**src/fpt_pkg.sv**
```systemverilog
package fpt_pkg;

	// ***************************************
	// Register map
	// ***************************************
	localparam logic [3:0] FPT_SETTING_OFS = 4'h0;
	localparam logic [3:0] FPT_CONTROL_OFS = 4'h1;
	localparam logic [3:0] FPT_DIVISOR_OFS = 4'h2;
	localparam logic [3:0] FPT_SPEED_LO_OFS = 4'h3;
	localparam logic [3:0] FPT_SPEED_HI_OFS = 4'h4;
	localparam logic [3:0] FPT_STATUS_OFS = 4'h5;

	// ***************************************
	// Fields and reset values
	// ***************************************
	localparam int FPT_FORCE_BIT = 0;
	localparam int FPT_DUTY_LSB = 1;
	localparam int FPT_DUTY_MSB = 6;
	localparam logic [7:0] FPT_SETTING_RST = 8'h00;
	localparam logic [7:0] FPT_CONTROL_RST = 8'h00;
	localparam logic [7:0] FPT_DIVISOR_RST = 8'h01;

	// ***************************************
	// Timing
	// ***************************************
	localparam int FPT_CLK_PERIOD_PS = 50000;
	localparam int FPT_TACH_BASE_PS = 30520000;
	// Base tick rounded up to whole cycles, at least one
	localparam int FPT_TACH_BASE_CYC =
		(FPT_TACH_BASE_PS + FPT_CLK_PERIOD_PS - 1) / FPT_CLK_PERIOD_PS;
	localparam int FPT_PERIOD_MIN_US = 21;
	localparam int FPT_PERIOD_MAX_US = 25500;
	// Shortest period: 21 us in 50 ns cycles, rounded up
	localparam int FPT_PERIOD_MIN_CYC =
		(FPT_PERIOD_MIN_US * 1000000 + FPT_CLK_PERIOD_PS - 1) / FPT_CLK_PERIOD_PS;
	localparam int FPT_DUTY_STEPS = 64;
	localparam int FPT_TACH_MIN_HIGH = 3;
	localparam int FPT_TACH_MIN_LOW = 1;

endpackage

```
**src/fpt_fan_ctrl.sv**
```systemverilog
// Design decisions made here: the plain strobed port and the register offsets.
`timescale 1ns/10ps
module fpt_fan_ctrl
	import fpt_pkg::*;
#(
	parameter int PRE_W = 16,
	parameter int CNT_W = 16
) (
	// Clock and reset
	input wire logic clk_in,
	input wire logic sys_rst_in,
	input wire logic clk_en_in,
	// Register port
	input wire logic [3:0] reg_addr_in,
	input wire logic [7:0] reg_wdata_in,
	input wire logic reg_wr_in,
	input wire logic reg_rd_in,
	output logic [7:0] reg_rdata_out,
	// Fan
	input wire logic tach_in,
	output logic fan_pulse_output_out
);
	typedef struct packed {
		logic [7:0] fan_speed_setting;
		logic [7:0] fan_control;
		logic [7:0] tach_clock_divisor;
		logic [7:0] rdata;
		logic [7:0] speed_hi_hold;
	} fpt_top_s;

	fpt_top_s st, next_st;
	logic pwm_pulse;
	logic [CNT_W-1:0] speed;
	logic speed_valid;
	logic tach_tick;
	logic [PRE_W-1:0] step_cycles;

	// ***************************************
	// Frequency select
	// ***************************************
	// Step length: control register plus one, times eight unless setting bit 7 is set; the shortest
	// step keeps the period at or above the documented minimum.
	function automatic logic [PRE_W-1:0] step_len(input logic [7:0] ctl, input logic fine);
		logic [PRE_W-1:0] s;
		s = PRE_W'(ctl) + 1'b1;
		if (!fine) begin
			s = s << 3;
		end
		if (s * FPT_DUTY_STEPS < PRE_W'(FPT_PERIOD_MIN_CYC)) begin
			s = PRE_W'((FPT_PERIOD_MIN_CYC + FPT_DUTY_STEPS - 1) / FPT_DUTY_STEPS);
		end
		return s;
	endfunction

	assign step_cycles = step_len(st.fan_control, st.fan_speed_setting[7]);

	fpt_pwm #(
		.PRE_W(PRE_W)
	) u_pwm (
		.clk_in(clk_in),
		.sys_rst_in(sys_rst_in),
		.clk_en_in(clk_en_in),
		.force_high_in(st.fan_speed_setting[FPT_FORCE_BIT]),
		.duty_in(st.fan_speed_setting[FPT_DUTY_MSB:FPT_DUTY_LSB]),
		.step_cycles_in(step_cycles),
		.pulse_out(pwm_pulse),
		.phase_out()
	);

	fpt_tach #(
		.CNT_W(CNT_W)
	) u_tach (
		.clk_in(clk_in),
		.sys_rst_in(sys_rst_in),
		.clk_en_in(clk_en_in),
		.divisor_in(st.tach_clock_divisor),
		.tach_in(tach_in),
		.speed_out(speed),
		.valid_out(speed_valid),
		.tick_out(tach_tick)
	);

	// ***************************************
	// Register file
	// ***************************************
	always_comb begin
		next_st = st;
		next_st.rdata = 8'h00;
		if (reg_wr_in) begin
			unique case (reg_addr_in)
				FPT_SETTING_OFS: next_st.fan_speed_setting = reg_wdata_in;
				FPT_CONTROL_OFS: next_st.fan_control = reg_wdata_in;
				FPT_DIVISOR_OFS: next_st.tach_clock_divisor = reg_wdata_in;
				default: ;
			endcase
		end
		if (reg_rd_in) begin
			unique case (reg_addr_in)
				FPT_SETTING_OFS: next_st.rdata = st.fan_speed_setting;
				FPT_CONTROL_OFS: next_st.rdata = st.fan_control;
				FPT_DIVISOR_OFS: next_st.rdata = st.tach_clock_divisor;
				FPT_SPEED_LO_OFS: begin
					// High byte latched so a two-read pair is consistent
					next_st.rdata = speed[7:0];
					next_st.speed_hi_hold = speed[15:8];
				end
				FPT_SPEED_HI_OFS: next_st.rdata = st.speed_hi_hold;
				FPT_STATUS_OFS: next_st.rdata = {6'h00, pwm_pulse, speed_valid};
				default: next_st.rdata = 8'h00;
			endcase
		end
	end

	always_ff @(posedge clk_in) begin
		if (sys_rst_in) begin
			st.fan_speed_setting <= FPT_SETTING_RST;
			st.fan_control <= FPT_CONTROL_RST;
			st.tach_clock_divisor <= FPT_DIVISOR_RST;
			st.rdata <= 8'h00;
			st.speed_hi_hold <= 8'h00;
		end else if (clk_en_in) begin
			st <= next_st;
		end
	end

	assign reg_rdata_out = st.rdata;
	// Straight from the pwm flip-flop
	assign fan_pulse_output_out = pwm_pulse;
endmodule

```
**src/fpt_pwm.sv**
```systemverilog
`timescale 1ns/10ps
module fpt_pwm
	import fpt_pkg::*;
#(
	parameter int PRE_W = 16
) (
	// Clock and reset
	input wire logic clk_in,
	input wire logic sys_rst_in,
	input wire logic clk_en_in,
	// Setting
	input wire logic force_high_in,
	input wire logic [5:0] duty_in,
	input wire logic [PRE_W-1:0] step_cycles_in,
	// Output
	output logic pulse_out,
	output logic [5:0] phase_out
);
	typedef struct packed {
		logic [PRE_W-1:0] pre;
		logic [5:0] phase;
		logic pulse;
	} fpt_pwm_s;

	fpt_pwm_s st, next_st;

	// ***************************************
	// Sixty-four phase steps form one period
	// ***************************************
	always_comb begin
		next_st = st;
		if (st.pre + 1'b1 >= step_cycles_in) begin
			next_st.pre = '0;
			next_st.phase = st.phase + 6'h01;
		end else begin
			next_st.pre = st.pre + 1'b1;
		end
		if (force_high_in) begin
			next_st.pulse = 1'b1;
		end else if (duty_in == 6'h00) begin
			next_st.pulse = 1'b0;
		end else begin
			next_st.pulse = next_st.phase < duty_in;
		end
	end

	always_ff @(posedge clk_in) begin
		if (sys_rst_in) begin
			st <= '0;
		end else if (clk_en_in) begin
			st <= next_st;
		end
	end

	assign pulse_out = st.pulse;
	assign phase_out = st.phase;
endmodule

```
**src/fpt_tach.sv**
```systemverilog
`timescale 1ns/10ps
module fpt_tach
	import fpt_pkg::*;
#(
	parameter int CNT_W = 16
) (
	// Clock and reset
	input wire logic clk_in,
	input wire logic sys_rst_in,
	input wire logic clk_en_in,
	// Setting
	input wire logic [7:0] divisor_in,
	input wire logic tach_in,
	// Result
	output logic [CNT_W-1:0] speed_out,
	output logic valid_out,
	output logic tick_out
);
	typedef struct packed {
		logic [9:0] base;
		logic [7:0] div;
		logic tick;
		logic [1:0] high_run;
		logic level;
		logic seen;
		logic [CNT_W-1:0] count;
		logic [CNT_W-1:0] speed;
		logic valid;
	} fpt_tach_s;

	fpt_tach_s st, next_st;

	// ***************************************
	// Tach counter clock and edge qualify
	// ***************************************
	always_comb begin
		next_st = st;
		next_st.tick = 1'b0;
		if (st.base + 10'h001 >= 10'(FPT_TACH_BASE_CYC)) begin
			next_st.base = '0;
			// Divisor zero treated as one
			if (st.div + 8'h01 >= divisor_in) begin
				next_st.div = '0;
				next_st.tick = 1'b1;
			end else begin
				next_st.div = st.div + 8'h01;
			end
		end else begin
			next_st.base = st.base + 10'h001;
		end
		if (st.tick) begin
			// Sampled per tach clock, so narrower high glitches are rejected; one low sample clears the level
			if (tach_in) begin
				if (st.high_run != 2'h3) begin
					next_st.high_run = st.high_run + 2'h1;
				end
				if (st.high_run + 2'h1 >= 2'(FPT_TACH_MIN_HIGH)) begin
					next_st.level = 1'b1;
				end
			end else begin
				next_st.high_run = '0;
				next_st.level = 1'b0;
			end
			if (!st.level && next_st.level) begin
				next_st.seen = 1'b1;
				// The rise tick already belongs to the next period
				next_st.count = CNT_W'(1);
				if (st.seen) begin
					next_st.speed = st.count;
					next_st.valid = 1'b1;
				end
			end else if (st.count != '1) begin
				next_st.count = st.count + 1'b1;
			end
		end
	end

	always_ff @(posedge clk_in) begin
		if (sys_rst_in) begin
			st <= '0;
		end else if (clk_en_in) begin
			st <= next_st;
		end
	end

	assign speed_out = st.speed;
	assign valid_out = st.valid;
	assign tick_out = st.tick;
endmodule

```
**config.mk**
```make
export PLATFORM = sky130hd
export DESIGN_NAME = fpt_fan_ctrl
export DESIGN_NICKNAME = d
export VERILOG_FILES = /design/src/fpt_pkg.sv /design/src/fpt_fan_ctrl.sv /design/src/fpt_pwm.sv /design/src/fpt_tach.sv
export SDC_FILE = /design/constraint.sdc
export NUM_CORES = 1
export LEC_CHECK = 0
export ABC_AREA = 1
export BUFFER_PORTS_ARGS = -buffer_cell sky130_fd_sc_hd__buf_2
export CORE_MARGIN = 2
export CORE_UTILIZATION = 59
export DETAILED_ROUTE_END_ITERATION = 10
export PLACE_DENSITY = 0.77
export SKIP_CTS_REPAIR_TIMING = 1
export SYNTH_ARGS = -nofsm -noshare
export SYNTH_HDL_FRONTEND = slang
export SYNTH_SLANG_ARGS = --single-unit
export TNS_END_PERCENT = 5
```
**constraint.sdc**
```tcl
create_clock -name clk_in -period 4.5 [get_ports clk_in]
set_input_delay 0.45 -clock clk_in [delete_from_list [all_inputs] [get_ports clk_in]]
set_output_delay 0.45 -clock clk_in [all_outputs]
set_load 0.05 [all_outputs]
```
### After elaboration in Yosys (flattened, before gate mapping)

Index checks and enable logic that the tools add are counted.

* word-level logic and storage cells: 72
* bits of input ports: 18
* output and inout port bits: 9
* bits in registers: 119

* mux-type cells: 19
* equality and inequality tests: 8
* add/sub/neg operators: 7
* magnitude comparators: 6
* reductions and logical operators: 15

Operators with widths (number)
* 16-bit 2-to-1 mux: 4
* 8-bit case mux with 6 select lines: 1
* 16-bit by 1-bit adder with 16-bit output (second input constant): 2
* 12-bit 2-to-1 mux: 2
* 3-bit AND reduction: 7
* 18-bit by 9-bit < comparator with 1-bit output (second input constant): 1
* 16-bit by 12-bit greater-or-equal comparator with 1-bit output: 1
* 8-bit 2-to-1 mux: 2
* 16-bit != test (second input constant): 1
* 10-bit by 1-bit adder with 10-bit output (second input constant): 1
* 10-bit greater-or-equal comparator (second input constant): 1
* 10-bit 2-to-1 mux: 1
* 8-bit by 1-bit adder with 9-bit output (second input constant): 1
* 8-bit by 1-bit adder with 8-bit output (second input constant): 1
* 4-bit by 2-bit equality test with 1-bit output (second input constant): 2
* 4-bit by 3-bit equality test with 1-bit output (second input constant): 2
* 8-bit greater-or-equal comparator: 1
* 6-bit by 1-bit adder with 6-bit output (second input constant): 1
* 6-bit zero test: 1
* 6-bit < comparator: 1
* 3-bit 2-to-1 mux: 2
* 6-bit 2-to-1 mux: 1
* 1-bit 2-to-1 mux: 5
* 4-bit by 1-bit equality test with 1-bit output (second input constant): 1
* other kinds (11): 12

### Logic depth before layout (Yosys ltp)

Gate-level depths: netlist of the first run.

* depth after elaboration: 9
* gate-level depth with buffers: 33
* depth with buffers taken out: 33

### Modules after synthesis

A second synthesis of the first run with hierarchy kept.

* cells, all modules: 1075
* area total of the unflattened synthesis: 7400.8 µm²

Modules (own cells, without submodules)
* fpt_tach: instances 1, area each 3308.2 µm², sequential area each 1121.1 µm², cells an instance 480
* fpt_fan_ctrl: instances 1, area each 2199.6 µm², sequential area each 800.8 µm², cells an instance 328
* fpt_pwm: instances 1, area each 1893.1 µm², sequential area each 460.4 µm², cells an instance 267

### Least setup slack after synthesis of the first run

Ideal clock, no wire load.

* path type: flip-flop to flip-flop
* from: reg st[24] (netlist name)
* to: reg u_pwm.st, in the netlist u_pwm.pulse_out
* data required time: 4.433 ns
* stages on the path, launching flop included: 32
* buffers on the path: 0
* arrival: 3.758 ns
* setup time: 0.067 ns
* clock period less this slack: 3.825 ns
* path slack: 0.675 ns
* cells stage by stage: dfxtp_1 > ha_1 > nand2_1 > nor3_1 > xor2_1 > nand2_1 > o21ai_0 > nand4_1 > nor2_1 > inv_1 > nor2_1 > a21oi_1 > ha_1 > nand2_1 > nand2_1 > nand2_1 > nand2_1 > nand2_1 > nand2_1 > nand2_1 > nand2_1 > nand2_1 > nand2_4 > nand2_1 > xor2_1 > inv_1 > ha_1 > a21oi_1 > nor2_1 > a2111oi_0 > nand2_1 > a21oi_2

RTL lines
* from (decl): line fpt_fan_ctrl.sv:31 `fpt_top_s st, next_st;`
* from (signal assigned): line fpt_fan_ctrl.sv:122 `st <= next_st;`
* to (signal assigned): line fpt_pwm.sv:51 `st <= next_st;`
* to (decl): line fpt_pwm.sv:25 `fpt_pwm_s st, next_st;`

==> run_results.csv, run 1 <==
group,metric,value,unit
status,outcome,"finished, final reports clean",
layout,fin_cells,1051,
layout,nFillCells,925,
critical_path,crit_top_cell,"nand2_1",
clock_tree,clock_path_buffers,2,
route,vias,5822,
clock_tree,cts-root-buf,"clkbuf_8",
run,drv_cap,0,
logic_synthesis,synth-seq-area-share,37.1,%
clock_tree,h-tree-depth,4,
logic_synthesis,syn_area_per_cell,7.24,um^2
clock_tree,cts_made_buffers,17,
timing,fin_crit_sh,92.2,%
layout,nNetsFinal,952,
route,wire_per_inst,14.2,um
route,viasPerCell,5.54,
route,drt-initial-drc-count,440,
floorplan,initial_utilization,59.8,%
logic_synthesis,synth.distinct_cells,47,
floorplan,ios,27,
critical_path,cp.required,4960,ps
power,peakVddDrop,0.000345,V
layout,diodes,0,
critical_path,crit_fanout,9,
floorplan,core_region_area,10700,um^2
critical_path,cp-end-kind,"flip-flop",
floorplan,row_count,38,
grt,grt_first_pass_wirelength,24600,um
timing,hold_viol_final,0,
grt,grt_max_degree,45,
power,powerDensity,330,nW/um^2
route,routed_wl,14900,um
logic_synthesis,syn-num-nets,940,
placement,portBuffers,26,
timing,holdWs,203,ps
min_path,hold_class,"input pin to flip-flop",
logic_synthesis,post-synth-top-count-cell,"nand2_1",
power,p_leak,0.00298,uW
logic_synthesis,async_flop_share,0,%
logic_synthesis,synth.area.top_cells,"dfxtp_1 (37%), nand2_1 (9.3%), a21oi_1 (8.4%)",
grt,grt_use_total,26.6,%
timing,min_period,4150,ps
logic_synthesis,synthesis.area,6420,um^2
floorplan,die_area,11700,um^2
logic_synthesis,postSynthCellCount,888,
logic_synthesis,synth_edf_count,0,
placement,gp_congestion,0.890,
placement,hpwl,10700,um
logic_synthesis,netlist.area_leader.share,37.1,%
critical_path,crit_path_start_kind,"flip-flop",
logic_synthesis,synth_common_cells,"nand2_1 (159), dfxtp_1 (119), inv_1 (113)",
timing,worst_slew_pin_slew,882,ps
clock_tree,cts.sinks,119,
timing,fmax,0.241,GHz
timing,slew_headroom,41.2,%
logic_synthesis,synth_seq_cells,119,
critical_path,arrival,4610,ps
route,first_pass_iters,5,
layout,layout-drive-gt1-share,10.4,%
placement,place_inst,1021,
critical_path,cpMaxStageDelayCell,"dfxtp_1",
route,ant_nets,0,
logic_synthesis,yosys_warnings,0,
critical_path,critPathKind,"flip-flop to flip-flop",
critical_path,slowest_delay,380,ps
timing,finalSetupViolCount,0,
grt,gr-total-overflow,0,
clock_tree,clk_pin_slew,50,ps
floorplan,die_w,108,um
layout,syn_to_final_growth,10.4,%
grt,antenna_found_initial,0,
clock_tree,cts_tree,"done",
floorplan,die_height,108,um
timing,finalMaxSlewViolations,0,
logic_synthesis,yosysTopAreaCell,"dfxtp_1",
timing,fin_skew,5.41,ps
grt,grt_pass1_vias,5508,
logic_synthesis,synth_top_flop_cell,"dfxtp_1",
clock_tree,clk_latency,530,ps
route,drc,0,
[sequential cells by signal (all words and copies together) (netlist names), 6 cells and up]
name / flops
reg_rdata_out: 8
st: 32
u_pwm.phase_out: 6
u_pwm.st: 16
u_tach.speed_out: 16
u_tach.st: 38
[critical path: cells and delay by family, from the launching register on]
family                     cells  cell delay [ps]
AOI/OAI and AO/OA              4              700
adders and majority gates      2              610
DFF                            1              380
buffers and inverters          2              130
xor gates and xnor gates       2              370
and+or+nand+nor               20             1890
[through the flow]
stage | setup WS [ps] | utilization, % | setup TNS [ps] | power, uW | cell area [um^2]
global placement | 361 | 61.2 | 0 | 1220 | 6570
finish | 352 | 66.0 | 0 | 2340 | 7100
CTS | 111 | 65.7 | 0 | 2350 | 7060
global route | -85.8 | 66.0 | -85.8 | 2420 | 7100
detailed placement | 148 | 61.2 | 0 | 1220 | 6570
floorplan | 675 | - | 0 | 1190 | 6420
[worst paths after layout]
check	start	to	slack (ps)	cells after the start
worst max-delay path	st[28]	u_pwm.pulse_out	350	30
worst min-delay path	reg_wdata_in[0]	st[16]	200	3
worst max register to register	st[28]	u_pwm.pulse_out	350	30
worst min register to register	st[3]	st[3]	460	2
[routing by layer]
layer	wire, um	GRT usage (%)	vias up
met1	6610	31.5	2729
met5	0	0	-
met3	553	6.21	24
li1	-	-	2953
met2	7500	47.0	116
met4	255	9.80	0
[where the power goes]
group          switching, uW  internal (uW)
Clock                    440            692
Combinational           89.3           40.0
Sequential              11.0           1070
Total                    540           1800
[area by class of cell]
type	instances	area, um^2	area share (%)
inverter	118	445	6.28
timing repair buffer	29	153	2.15
sequential	119	2380	33.6
clock buffer	25	464	6.54
clock inverter	5	25.0	0.353
tap	140	175	2.47
multi-input combinational	615	3450	48.6
[cell families after synthesis]
kind of cell / count (synthesis) / synth area share (%)
simple gates: 319 / 22.8
compound gates: 231 / 19.5
buf+inv: 154 / 9.74
flops: 119 / 37.1
fa+ha+maj: 34 / 6.62
xor+xnor: 31 / 4.23
[layout by cell type (no fill, tap or decap), types with 8 or more instances in the layout]
cell type,instances
xor2_1,24
ha_1,34
inv_1,113
nor3_1,13
nor2_1,71
clkbuf_16,16
dfxtp_1,118
nand2_2,8
nand4_1,12
nand3_1,30
nand2_1,159
a21oi_1,108
buf_2,26
o21ai_0,86
(Power assumes the default switching activity.)
==> inputs of run 2 (changes only) <==
Settings changed: ABC_AREA 1 to unset.
==> run_results.csv, run 2 <==
group,metric,value,unit
run,drv_cap,0,
layout,regMostFlops,"u_tach.st",
floorplan,die_area,12500,um^2
timing,finalSetupViolCount,0,
critical_path,cp-end-kind,"flip-flop",
route,vias,6006,
power,powerDensity,341,nW/um^2
logic_synthesis,yosys_warnings,0,
logic_synthesis,synth.distinct_cells,61,
power,p_sw_share,21.8,%
route,ant_nets,0,
timing,fmax,0.231,GHz
timing,finalMaxSlewViolations,0,
route,viasPerCell,6.07,
layout,final_util,66.9,%
timing,min_period,4320,ps
timing,holdWs,321,ps
placement,portBuffers,26,
min_path,whs_path_depth,3,
clock_tree,clk_pin_slew,50,ps
floorplan,die_w,112,um
route,drc,0,
min_path,hold_class,"input pin to flip-flop",
route,routed_wl,16100,um
timing,setup_ws,176,ps
critical_path,reg2reg_to,"u_pwm.pulse_out",
logic_synthesis,syn_area_per_cell,8.15,um^2
logic_synthesis,synth.area.top_cells,"dfxtp_1 (35%), ha_1 (6.2%), nor2_1 (5.8%)",
critical_path,cp.required,4840,ps
logic_synthesis,synth_common_cells,"dfxtp_1 (119), nor2_1 (105), nand2_1 (89)",
placement,place_ws,43.3,ps
timing,hold_viol_final,0,
route,wire_per_inst,16.3,um
floorplan,die_height,112,um
logic_synthesis,synth-seq-area-share,34.9,%
grt,grt_pass1_vias,5878,
clock_tree,clock_path_buffers,2,
grt,grt_use_total,26.6,%
layout,diodes,0,
critical_path,cpMaxStageDelayCell,"or3b_2",
clock_tree,cts_tree,"done",
critical_path,slowest_delay,460,ps
floorplan,ios,27,
floorplan,initial_utilization,60.1,%
layout,syn_to_final_growth,11.3,%
power,internal-power,2030,uW
min_path,hp-start,"reg_wdata_in[2]",
logic_synthesis,synth_seq_cells,119,
critical_path,reg2reg_from,"st[24]",
power,power_frac_comb,3.9,%
layout,nNetsFinal,885,
critical_path,arrival,4660,ps
layout,top_regs,"u_tach.st x38, st x32",
placement,gp_congestion,0.919,
grt,grt_first_pass_wirelength,27200,um
grt,grt_max_degree,67,
status,outcome,"finished, final reports clean",
clock_tree,cts_made_buffers,17,
floorplan,core_region_area,11400,um^2
layout,largest_reg_flops,38,
timing,slew_headroom,17.7,%
power,peakVddDrop,0.000299,V
critical_path,critPathBufInv,0,
layout,final_cell_mix,"dfxtp_1 (117), nor2_1 (104), nand2_1 (89), a21oi_1 (47), mux2i_1 (39)",
logic_synthesis,synth_edf_count,0,
layout,fin_cells,989,
critical_path,crit_path_start_kind,"flip-flop",
floorplan,row_count,39,
logic_synthesis,yosysTopAreaCell,"dfxtp_1",
power,p_leak,0.00296,uW
clock_tree,clk_latency,420,ps
power,p_switching,564,uW
critical_path,crit_chain,"ha_2 > and3_2 > xor2_1 > mux2i_1 > nand2_1 > nor3_4 > a21o_1 > ha_1 > or3b_2 > o2111ai_1 > a31o_2 > nand3_2 > o21ai_1 > xnor2_1 > ha_1 > a21oi_1 > nor2b_1 > o21ai_0 > o311a_1 > nand3_1 > o211ai_1",
placement,hpwl,11300,um
min_path,worst_hold_path.endpoint,"st[34]",
power,clockPowerShare,54.9,%
logic_synthesis,async_flop_share,0,%
grt,antenna_found_initial,0,
layout,layout-drive-gt1-share,11.9,%
critical_path,r2r_cells,21,
logic_synthesis,syn-num-nets,890,
clock_tree,cts-root-buf,"clkbuf_16",
route,drt-initial-drc-count,384,
timing,fin_crit_sh,96.1,%
placement,place_inst,956,
timing,worst_slew_pin_slew,1220,ps
critical_path,critPathKind,"flip-flop to flip-flop",
route,first_pass_iters,5,
critical_path,crit_top_cell,"ha_1",
logic_synthesis,post-synth-top-count-cell,"dfxtp_1",
logic_synthesis,netlist.area_leader.share,34.9,%
logic_synthesis,postSynthCellCount,838,
grt,gr-total-overflow,0,
logic_synthesis,synthesis.area,6830,um^2
clock_tree,cts.sinks,119,
critical_path,cp_top_family,"simple AND/OR/NAND/NOR gates",
logic_synthesis,synth_top_flop_cell,"dfxtp_1",
critical_path,crit_fanout,8,
power,p_seq_share,41.2,%
timing,fin_skew,5.61,ps
critical_path,reg2reg_slack,180,ps
layout,nFillCells,911,
clock_tree,h-tree-depth,4,
layout,layout_commonest_cell,"dfxtp_1",
[run 2: per-layer routing]
metal | GRT usage, % | share of wire [%] | up-vias
met1 | 33.4 | 45 | 2870
met3 | 6.04 | 4.6 | 29
met4 | 10.1 | 1.8 | 0
met2 | 44.6 | 49 | 160
li1 | - | - | 2947
met5 | 0 | 0 | -
[run 2: metrics by stage]
step,cell area [um^2],TNS (ps),total power [uW]
after floorplan,6830,0,1160
after global placement,6940,0,1190
after detailed placement,6940,0,1190
after CTS,7560,-14.3,2610
after global routing,7600,-33.2,2680
final,7600,0,2590
[run 2: worst reg2reg max path, delay by kind of cell, from the launching register on]
| kind | cells | cell delay, ps |
|---|---|---|
| fa+ha+maj | 3 | 690 |
| mux | 1 | 210 |
| simple gates | 7 | 1380 |
| xor+xnor | 2 | 300 |
| flops | 1 | 340 |
| compound gates | 8 | 1320 |
[run 2: how the worst max path moves through the flow]
| stage | from | endpoint | slack (ps) | cells after the start |
|---|---|---|---|---|
| 5_1_grt | st[24] | u_pwm.pulse_out | -30 | 21 |
| 6_report | st[24] | u_pwm.pulse_out | 180 | 21 |
| 2_1_floorplan | st[24] | u_pwm.pulse_out | 340 | 21 |
| 4_1_cts | st[26] | u_pwm.pulse_out | -10 | 20 |
| 3_3_place_gp | st[24] | u_pwm.pulse_out | 200 | 20 |
| 3_5_place_dp | st[26] | u_pwm.pulse_out | 40 | 20 |
[run 2: final cells by class]
cell class                 instances  area [um^2]  share of cell area [%]
sequential                       119         2380                    31.4
inverter                          37          139                    1.83
clock inverter                    12          176                    2.32
clock buffer                      20          447                    5.87
tap                              143          179                    2.35
multi-input combinational        624         4090                    53.7
timing repair buffer              34          193                    2.53
[run 2: logic make-up (layout without fill, tap and decap cells)]
kind of cell / count (synthesis) / after routing / synth area share, %
DFF: 119 / 119 / 34.9
muxes: 48 / 48 / 7.69
adders and majority gates: 34 / 34 / 6.23
AOI/OAI and AO/OA: 162 / 162 / 16.1
xor gates and xnor gates: 43 / 43 / 5.51
buffers and inverters: 95 / 103 / 5.82
and+or+nand+nor: 337 / 337 / 23.8
[run 2: power groups by stage]
stage	Combinational [uW]	Sequential, uW	Clock, uW
detailed placement	99.1	1090	0
CTS	99.8	1070	1440
floorplan	73.6	1090	0
finish	102	1070	1420
global route	112	1070	1500
global placement	95.6	1090	0
